File: config.mk
export PLATFORM = sky130hd
export DESIGN_NAME = analog_board_output_and_watchdog
export DESIGN_NICKNAME = d
export VERILOG_FILES = /design/src/analog_out_pkg.sv /design/src/word_fifo.sv /design/src/analog_board_output_and_watchdog.sv
export SDC_FILE = /design/constraint.sdc
export NUM_CORES = 1
export LEC_CHECK = 0
export BUFFER_PORTS_ARGS = -buffer_cell sky130_fd_sc_hd__buf_2
export CAP_MARGIN = 40
export CORE_ASPECT_RATIO = 1.75
export CORE_MARGIN = 3
export CORE_UTILIZATION = 50
export CTS_BUF_LIST = sky130_fd_sc_hd__clkbuf_4 sky130_fd_sc_hd__clkbuf_8
export DETAILED_ROUTE_END_ITERATION = 12
export PLACE_DENSITY = 0.66
export SYNTH_ARGS = -nofsm -noshare
export SYNTH_HDL_FRONTEND = slang
export SYNTH_SLANG_ARGS = --single-unit
File: constraint.sdc
create_clock -name clock -period 6.6 [get_ports clock]
set_clock_uncertainty 0.2 [all_clocks]
set_input_delay 0.66 -clock clock [delete_from_list [all_inputs] [get_ports clock]]
set_output_delay 0.66 -clock clock [all_outputs]
set_load 0.02 [all_outputs]
File: src/analog_out_pkg.sv
/*
  Shared constants for the analog output board logic: serial bit bus
  address layout, word and channel sizes, and timing figures.
  Assumes a single 125 MHz clock shared by every design file.
*/
package analog_out_pkg;

  // Clock rate
  localparam int CLK_MHZ = 125;             // System clock in MHz
  localparam int CLK_KHZ = CLK_MHZ * 1000;  // Same rate in kHz

  // Converter word and channel layout
  localparam int WORD_W  = 12;              // Converter word width
  localparam int NUM_CH  = 5;               // X, Y, Z, fourth axis, spindle
  localparam int CH_W    = 3;               // Channel field width
  localparam int BIT_W   = 4;               // Bit index field width
  localparam int ADDR_W  = CH_W + BIT_W;    // Bit bus address width
  localparam int FIFO_DEPTH = 16;           // Words buffered before converter

  // Bit bus address fields
  localparam int ADDR_BIT_LSB = 0;          // Bit index starts here
  localparam int ADDR_CH_LSB  = BIT_W;      // Channel field starts here
  localparam logic [BIT_W-1:0] LAST_BIT   = 4'hb;  // Final bit closes a word
  localparam logic [CH_W-1:0]  STATUS_CH  = 3'h7;  // Readback channel code

  // Readback bit indexes within the status channel
  localparam logic [BIT_W-1:0] ST_OVERRIDE = 4'h0; // Override comparison
  localparam logic [BIT_W-1:0] ST_FEED     = 4'h1; // Feed comparison
  localparam logic [BIT_W-1:0] ST_BATTERY  = 4'h2; // Battery low
  localparam logic [BIT_W-1:0] ST_TEMP     = 4'h3; // Over temperature
  localparam logic [BIT_W-1:0] ST_ESTOP    = 4'h4; // Emergency stop latched

  // Watchdog intervals
  localparam int WD_FAST_MS  = 5;           // Axis control processor
  localparam int WD_SLOW_MS  = 20;          // Main processor
  localparam int WD_FAST_CYC = WD_FAST_MS * CLK_KHZ;
  localparam int WD_SLOW_CYC = WD_SLOW_MS * CLK_KHZ;
  localparam int WD_CNT_W    = 22;          // Holds the 20 ms count

  // Converter settling and sample-and-hold pulse, least times rounded up
  localparam int SETTLE_NS  = 2000;
  localparam int SETTLE_CYC = (SETTLE_NS * CLK_MHZ + 999) / 1000;
  localparam int HOLD_NS    = 400;
  localparam int HOLD_CYC   = (HOLD_NS * CLK_MHZ + 999) / 1000;
  localparam int SEQ_CNT_W  = 9;            // Covers both counts

endpackage

File: src/word_fifo.sv
/*
  Flip-flop FIFO with valid/ready on both sides.
  Assumes both sides share one clock and a synchronous active-low reset.
*/
`timescale 1ns/10ps
module word_fifo #(
  parameter int WIDTH = 15,
  parameter int DEPTH = 16
) (
  input  wire logic             clock,
  input  wire logic             rst_n,
  input  wire logic             in_valid,
  output logic                  in_ready,
  input  wire logic [WIDTH-1:0] in_data,
  output logic                  out_valid,
  input  wire logic             out_ready,
  output logic      [WIDTH-1:0] out_data
);
  localparam int PW = $clog2(DEPTH);

  logic [WIDTH-1:0] mem_r [DEPTH];     // Storage
  logic [PW-1:0]    wr_r;              // Write index
  logic [PW-1:0]    rd_r;              // Read index
  logic [PW:0]      cnt_r;             // Occupancy
  logic             push;
  logic             pop;

  // Honest full and empty from the occupancy count
  assign in_ready  = (cnt_r != (PW+1)'(DEPTH));
  assign out_valid = (cnt_r != '0);
  assign out_data  = mem_r[rd_r];
  assign push      = in_valid && in_ready;
  assign pop       = out_valid && out_ready;

  // Storage write
  always_ff @(posedge clock) begin
    if (push) begin
      mem_r[wr_r] <= in_data;
    end
  end

  // Index and count upkeep
  always_ff @(posedge clock) begin
    if (!rst_n) begin
      wr_r  <= '0;
      rd_r  <= '0;
      cnt_r <= '0;
    end else begin
      if (push) begin
        wr_r <= (wr_r == PW'(DEPTH-1)) ? '0 : wr_r + 1'b1;
      end
      if (pop) begin
        rd_r <= (rd_r == PW'(DEPTH-1)) ? '0 : rd_r + 1'b1;
      end
      cnt_r <= cnt_r + (PW+1)'(push) - (PW+1)'(pop);
    end
  end

endmodule

File: src/analog_board_output_and_watchdog.sv
/*
  Digital part of the analog output board: serial bit bus receiver that
  assembles converter words, a sequencer that drives one output converter
  and five sample-and-hold channels, status readback, and two watchdogs.
  Assumes all pin inputs are asynchronous to clock and are held stable
  for at least four clocks around each strobe edge.
*/
// Behaviour
// - Serial bits assembled into 12-bit words.
// - Five channels share converter, each own hold.
// - Potentiometer comparisons returned on serial input.
// - Battery and temperature flags readable serially.
// - Missed retrigger raises emergency stop.
`timescale 1ns/10ps
module analog_board_output_and_watchdog
  import analog_out_pkg::*;
#(
  parameter int WD_FAST_LIMIT = WD_FAST_CYC,
  parameter int WD_SLOW_LIMIT = WD_SLOW_CYC
) (
  input  wire logic              clock,
  input  wire logic              rst_n,
  input  wire logic              serial_bit_out_line,
  input  wire logic              bit_strobe,
  input  wire logic [ADDR_W-1:0] bit_addr,
  output logic                   serial_bit_in_line,
  output logic                   bus_ready,
  input  wire logic              override_cmp,
  input  wire logic              feed_cmp,
  input  wire logic              battery_low,
  input  wire logic              over_temp,
  input  wire logic              axis_ctrl_retrigger,
  input  wire logic              main_retrigger,
  output logic      [WORD_W-1:0] converter_data,
  output logic      [NUM_CH-1:0] hold_strobe,
  output logic                   emergency_stop
);
  localparam int SW = ADDR_W + 8;      // Synchronised input vector width
  localparam int FW = CH_W + WORD_W;   // FIFO entry width

  typedef enum logic [1:0] {SEQ_IDLE, SEQ_SETTLE, SEQ_HOLD} seq_t;

  logic [SW-1:0]     sync1_r;          // First stage, read by second only
  logic [SW-1:0]     sync2_r;          // Safe copies of pin inputs
  logic              strobe_d_r;       // Strobe delayed for edge detect
  logic [1:0]        retrig_d_r;       // Retriggers delayed for edges
  logic              s_data;
  logic              s_strobe;
  logic [ADDR_W-1:0] s_addr;
  logic              s_override, s_feed, s_batt, s_temp;
  logic [1:0]        s_retrig;
  logic [CH_W-1:0]   a_ch;             // Channel field of address
  logic [BIT_W-1:0]  a_bit;            // Bit index field of address
  logic              strobe_rise;
  logic [WORD_W-1:0] shift_r;          // Word under assembly
  logic [WORD_W-1:0] shift_nxt;
  logic              push_valid_r;     // Finished word waiting for FIFO
  logic [FW-1:0]     push_data_r;
  logic              fifo_in_ready;
  logic              fifo_out_valid;
  logic              fifo_out_ready;
  logic [FW-1:0]     fifo_out_data;
  seq_t              seq_r;            // Converter sequencer state
  logic [SEQ_CNT_W-1:0] seq_cnt_r;     // Settle / hold countdown
  logic [CH_W-1:0]   cur_ch_r;         // Channel being converted
  logic              cmp_override_r;   // Latest override comparison
  logic              cmp_feed_r;       // Latest feed comparison
  logic [WD_CNT_W-1:0] wd_cnt_r [2];   // Watchdog counters
  logic [1:0]        wd_expired;
  logic              in_line_nxt;

  // Two-stage synchroniser for every pin input
  always_ff @(posedge clock) begin
    sync1_r <= {main_retrigger, axis_ctrl_retrigger, over_temp, battery_low,
                feed_cmp, override_cmp, bit_strobe, serial_bit_out_line,
                bit_addr};
    sync2_r <= sync1_r;
  end

  assign s_addr     = sync2_r[ADDR_W-1:0];
  assign s_data     = sync2_r[ADDR_W];
  assign s_strobe   = sync2_r[ADDR_W+1];
  assign s_override = sync2_r[ADDR_W+2];
  assign s_feed     = sync2_r[ADDR_W+3];
  assign s_batt     = sync2_r[ADDR_W+4];
  assign s_temp     = sync2_r[ADDR_W+5];
  assign s_retrig   = sync2_r[ADDR_W+7:ADDR_W+6];
  assign a_ch       = s_addr[ADDR_CH_LSB +: CH_W];
  assign a_bit      = s_addr[ADDR_BIT_LSB +: BIT_W];
  assign strobe_rise = s_strobe && !strobe_d_r;

  // Edge detect history, taken from the second stage only
  always_ff @(posedge clock) begin
    if (!rst_n) begin
      strobe_d_r <= 1'b0;
      retrig_d_r <= '0;
    end else begin
      strobe_d_r <= s_strobe;
      retrig_d_r <= s_retrig;
    end
  end

  // Next word value with the strobed bit placed at its index
  always_comb begin
    shift_nxt = shift_r;
    if (a_bit < BIT_W'(WORD_W)) begin
      shift_nxt[a_bit] = s_data;
    end
  end

  always_ff @(posedge clock) begin
    if (!rst_n) begin
      shift_r      <= '0;
      push_valid_r <= 1'b0;
      push_data_r  <= '0;
    end else begin
      if (push_valid_r && fifo_in_ready) begin
        push_valid_r <= 1'b0;
      end
      // Writes during a pending push are dropped; the host watches bus_ready
      if (strobe_rise && a_ch < CH_W'(NUM_CH) && !push_valid_r) begin
        shift_r <= shift_nxt;
        if (a_bit == LAST_BIT) begin
          push_valid_r <= 1'b1;
          push_data_r  <= {a_ch, shift_nxt};
        end
      end
    end
  end

  // Ready seen by the processor, low while a word waits or FIFO is full
  always_ff @(posedge clock) begin
    if (!rst_n) begin
      bus_ready <= 1'b0;
    end else begin
      bus_ready <= !push_valid_r && fifo_in_ready;
    end
  end

  word_fifo #(
    .WIDTH (FW),
    .DEPTH (FIFO_DEPTH)
  ) u_fifo (
    .clock     (clock),
    .rst_n     (rst_n),
    .in_valid  (push_valid_r),
    .in_ready  (fifo_in_ready),
    .in_data   (push_data_r),
    .out_valid (fifo_out_valid),
    .out_ready (fifo_out_ready),
    .out_data  (fifo_out_data)
  );

  // Sequencer only drains while idle, so a slow converter fills the FIFO
  assign fifo_out_ready = (seq_r == SEQ_IDLE);

  // one converter, routed to per-channel hold
  always_ff @(posedge clock) begin
    if (!rst_n) begin
      seq_r          <= SEQ_IDLE;
      seq_cnt_r      <= '0;
      cur_ch_r       <= '0;
      converter_data <= '0;
      hold_strobe    <= '0;
    end else begin
      case (seq_r)
        SEQ_IDLE: begin
          hold_strobe <= '0;
          if (fifo_out_valid) begin
            converter_data <= fifo_out_data[WORD_W-1:0];
            cur_ch_r       <= fifo_out_data[FW-1:WORD_W];
            seq_cnt_r      <= SEQ_CNT_W'(SETTLE_CYC - 1);
            seq_r          <= SEQ_SETTLE;
          end
        end
        SEQ_SETTLE: begin
          if (seq_cnt_r == '0) begin
            // Only the converted channel's hold samples
            hold_strobe <= NUM_CH'(1) << cur_ch_r;
            seq_cnt_r   <= SEQ_CNT_W'(HOLD_CYC - 1);
            seq_r       <= SEQ_HOLD;
          end else begin
            seq_cnt_r <= seq_cnt_r - 1'b1;
          end
        end
        SEQ_HOLD: begin
          if (seq_cnt_r == '0) begin
            hold_strobe <= '0;
            seq_r       <= SEQ_IDLE;
          end else begin
            seq_cnt_r <= seq_cnt_r - 1'b1;
          end
        end
        default: begin
          hold_strobe <= '0;
          seq_r       <= SEQ_IDLE;
        end
      endcase
    end
  end

  always_ff @(posedge clock) begin
    if (!rst_n) begin
      cmp_override_r <= 1'b0;
      cmp_feed_r     <= 1'b0;
    end else if (seq_r == SEQ_SETTLE && seq_cnt_r == '0) begin
      cmp_override_r <= s_override;
      cmp_feed_r     <= s_feed;
    end
  end

  // Readback select from the status channel
  always_comb begin
    in_line_nxt = 1'b0;
    if (a_ch == STATUS_CH) begin
      case (a_bit)
        ST_OVERRIDE: in_line_nxt = cmp_override_r;
        ST_FEED:     in_line_nxt = cmp_feed_r;
        ST_BATTERY:  in_line_nxt = s_batt;
        ST_TEMP:     in_line_nxt = s_temp;
        ST_ESTOP:    in_line_nxt = emergency_stop;
        default:     in_line_nxt = 1'b0;
      endcase
    end
  end

  always_ff @(posedge clock) begin
    if (!rst_n) begin
      serial_bit_in_line <= 1'b0;
    end else begin
      serial_bit_in_line <= in_line_nxt;
    end
  end

  // each processor retriggers its own counter
  generate
    for (genvar i = 0; i < 2; i++) begin : g_wd
      localparam int LIMIT = (i == 0) ? WD_FAST_LIMIT : WD_SLOW_LIMIT;
      always_ff @(posedge clock) begin
        if (!rst_n) begin
          wd_cnt_r[i] <= '0;
        end else if (s_retrig[i] && !retrig_d_r[i]) begin
          wd_cnt_r[i] <= '0;
        end else if (wd_cnt_r[i] != WD_CNT_W'(LIMIT)) begin
          wd_cnt_r[i] <= wd_cnt_r[i] + 1'b1;
        end
      end
      assign wd_expired[i] = (wd_cnt_r[i] == WD_CNT_W'(LIMIT));
    end
  endgenerate

  // timeout latches emergency stop until reset
  always_ff @(posedge clock) begin
    if (!rst_n) begin
      emergency_stop <= 1'b0;
    end else if (|wd_expired) begin
      emergency_stop <= 1'b1;
    end
  end

  // Assertions
  assembled_word_a: assert property (@(posedge clock) disable iff (!rst_n)
    strobe_rise && a_ch < CH_W'(NUM_CH) && !push_valid_r && a_bit == LAST_BIT
    |=> push_valid_r && push_data_r == {$past(a_ch), $past(shift_nxt)})
    else $error("finished word not queued");
  hold_onehot_a: assert property (@(posedge clock) disable iff (!rst_n)
    $rose(|hold_strobe) |-> $onehot(hold_strobe)
      && hold_strobe == NUM_CH'(1) << cur_ch_r && seq_r == SEQ_HOLD)
    else $error("hold strobe on wrong channel");
  cmp_readback_a: assert property (@(posedge clock) disable iff (!rst_n)
    a_ch == STATUS_CH && a_bit == ST_FEED |=> serial_bit_in_line == $past(cmp_feed_r))
    else $error("feed comparison not returned");
  temp_readback_a: assert property (@(posedge clock) disable iff (!rst_n)
    a_ch == STATUS_CH && a_bit == ST_TEMP |=> serial_bit_in_line == $past(s_temp))
    else $error("temperature flag not returned");
  estop_timeout_a: assert property (@(posedge clock) disable iff (!rst_n)
    |wd_expired |=> emergency_stop)
    else $error("watchdog timeout without emergency stop");
  estop_cause_a: assert property (@(posedge clock) disable iff (!rst_n)
    $rose(emergency_stop) |-> $past(|wd_expired))
    else $error("emergency stop without timeout");
  channel_route_a: assert property (@(posedge clock) disable iff (!rst_n)
    seq_r == SEQ_IDLE && fifo_out_valid
    |=> cur_ch_r == $past(fifo_out_data[FW-1:WORD_W]))
    else $error("channel not taken from queued address");

endmodule

==> impl_metrics.ini <==
[layout]
drive_gt1_share_pct = 19.5
diodes = 0
n_fill_cell = 2494
fin_area_sq_um = 17700
area_growth_pct = 11.8
final_net_count = 1186

[worst_setup_path]
rrSetupSlack_ns = 2.90
r2r-start = u_fifo.cnt_r[3]
path_buf_inv = 3
cp-end-kind = register
crit_family = simple AND/OR/NAND/NOR gates
arrival_ns = 4.01
crit_chain = inv_1 > ha_1 > nor4b_4 > nand2b_1 > inv_2 > ha_1 > inv_1 > ha_1 > fa_1 > a21oi_1 > nor2_1 > or3_1 > a21oi_1
max_stage_delay_ns = 0.72
r2r_cells = 13
worst-setup-path-type = reg -> reg
critPathLaunchType = register
cp.depth = 13
cp-endpoint = u_fifo.cnt_r[4]
r2r_end = u_fifo.cnt_r[4]
cp.required_ns = 6.90
cp_common_cell = ha_1
crit_path_start = u_fifo.cnt_r[3]
critPathMaxFanout = 20
crit_path_top_delay_cell = nand2b_1

[cts]
ctsResizeCount = 0
cts_tree = built
root_buffer = clkbuf_8
cts_buffers = 53
cts_buffer_depth = 3
clock-sinks = 393
insertion_delay_ns = 0.60
htreeDepth = 2
clk_pin_slew_worst_paths_ns = 0.07
postCtsSetupBuffers = 0

[floorplan]
die_w_microns = 141
core_area_sq_um = 31100
fp.dieH_microns = 242
die-area_sq_um = 34000
initial_core_util_pct = 51.1
rows = 85
ios = 37

[drt]
ant_nets = 0
vias = 9026
first_iter_violations = 579
dr.pass1.iters = 5
via_per_inst = 5.71
drc = 0
wire_per_inst_microns = 20.4
wirelength_mm = 32.2

[placed_design]
dpl_cell_area_sq_um = 16500
globalplace.congestion = 0.836
dpl_worst_slack_ns = 2.89
io_buffer_count = 36
hpwlAfterDp_mm = 20.6

[global_routing]
track_usage_pct = 19.2
overflow = 0
antenna_found_initial = 0
grt_pass1_vias = 9199
grt_max_degree = 41
grt_pass1_wl_mm = 51.1

[sta]
setup_viol = 0
rsz0062_at_grt = false
slew_violations = 0
fin_setup_tns_ns = 0
max_slew_margin_pct = 42.5
fin_crit_ns = 3.70
fmax_ghz = 0.270
setup_ws_ns = 2.90
worst_slew_pin_slew_ns = 0.863
period_share_pct = 56.1
final_hold_viol_count = 0

[yosys]
ys_top_cells_by_area = edfxtp_1 (54%), dfxtp_1 (14%), mux4_2 (8.5%)
synth_seq_cells = 393
synth_cell_types = 62
ys_top_cells_by_count = edfxtp_1 (284), nor2_1 (122), dfxtp_1 (109)
async_reset_ff_share_pct = 0
synth_edf_count = 284
ys.flop_type = edfxtp_1
avgSynthCellArea_sq_um = 14.8
yosysSeqAreaShare_pct = 67.5
syn-num-nets = 1110
ys_warn_count = 0
syn-cell-area_sq_um = 15900
netlist.area_leader.share_pct = 53.7
synth_cells = 1071
synth_most_common_cell = edfxtp_1
yosysTopAreaCell = edfxtp_1

[power_and_ir_drop]
p_per_area_nw_per_um2 = 326
ir_drop_mv = 0.235
p_leak_nw = 6.04

[status]
status = completed

[worst_hold_path]
hp-class = reg -> reg

[job]
drv_cap = 0
metrics by stage:
stage / cells / total power, mW / hold WS [ns] / util (%)
final: 1581 / 5.78 / 0.123 / 57.1
after global routing: 1581 / 6.06 / 0.140 / 57.1
after CTS: 1580 / 5.86 / 0.127 / 57.1
after detailed placement: 1467 / 4.02 / 0.112 / 53.2
after global placement: 1462 / 4.00 / 0.112 / 53.0
after floorplan: 1071 / 3.77 / 0.110 / -
per-layer routing:
layer / vias up / part of all wire, % / GRT usage, %
li1: 4221 / - / -
met1: 4543 / 38 / 22.8
met2: 207 / 54 / 34.5
met3: 55 / 4.0 / 3.00
met4: 0 / 3.3 / 7.56
met5: - / 0 / 0
report_power, final:
group	leakage [nW]	switching (mW)	internal (mW)	total, mW
sequential	3.66	0.169	2.71	2.88
combinational	1.81	0.546	0.524	1.07
clock	0.573	0.858	0.969	1.83
total	6.04	1.57	4.21	5.78
final cells by class:
class	instances	area (sq um)	share of cell area, %
Multi-Input combinational cell	593	4810	27.1
Timing Repair Buffer	76	544	3.07
Sequential cell	393	10700	60.4
Clock inverter	18	115	0.649
Clock buffer	80	957	5.39
Tap cell	391	489	2.76
Inverter	30	113	0.635
worst min path at each step:
| stage | endpoint | depth (start not counted) | startpoint |
|---|---|---|---|
| 4_1_cts | sync2_r[9] | 0 | sync1_r[9] |
| 6_report | sync2_r[1] | 0 | sync1_r[1] |
| 3_3_place_gp | sync2_r[14] | 0 | sync1_r[14] |
| 2_1_floorplan | sync2_r[0] | 0 | sync1_r[0] |
| 3_5_place_dp | sync2_r[12] | 0 | sync1_r[12] |
| 5_1_grt | sync2_r[12] | 0 | sync1_r[12] |
sequential cells by signal (all words and copies together), names as in the netlist, 9 cells and up:
register        cells
u_fifo.mem_r      240
wd_cnt_r           44
push_data_r        15
sync1_r            15
sync2_r            15
converter_data     12
shift_r            11
seq_cnt_r           9
cells in the final DEF (no fill, tap or decap), drive strengths merged, types with 5 or more instances in the layout:
cell / netlist / routed
a211oi: 9 / 9
a21oi: 21 / 21
a311oi: 6 / 6
and2: 6 / 6
and3: 8 / 8
buf: 34 / 61
clkbuf: 21 / 80
clkinv: 0 / 15
dfxtp: 109 / 109
dlygate4sd3: 0 / 15
edfxtp: 284 / 284
ha: 21 / 21
inv: 30 / 30
mux2i: 51 / 51
mux4: 60 / 60
nand2: 55 / 55
nand2b: 9 / 9
nand3: 49 / 49
nand4: 16 / 16
nor2: 122 / 122
nor2b: 7 / 7
nor3: 18 / 18
nor4: 14 / 14
o21ai: 11 / 11
o221ai: 16 / 16
or3: 5 / 5
xnor2: 21 / 21
xor2: 25 / 25
cells by family (layout without fill, tap and decap cells):
| group | Yosys count | count (layout) | synth area share (%) |
|---|---|---|---|
| buf+inv | 85 | 204 | 2.34 |
| flops | 393 | 393 | 67.5 |
| mux | 111 | 111 | 11.7 |
| compound gates | 87 | 87 | 4.01 |
| simple gates | 327 | 327 | 10.1 |
| fa+ha+maj | 22 | 22 | 1.78 |
| xor+xnor | 46 | 46 | 2.54 |
what timing repair did:
item / 4_1_cts / 5_1_grt
endpoints found under the hold margin: 15 / 0
endpoints found under the setup margin: 0 / 0
hold buffers: 15 / 0
Power figures use the tool's default switching activity.
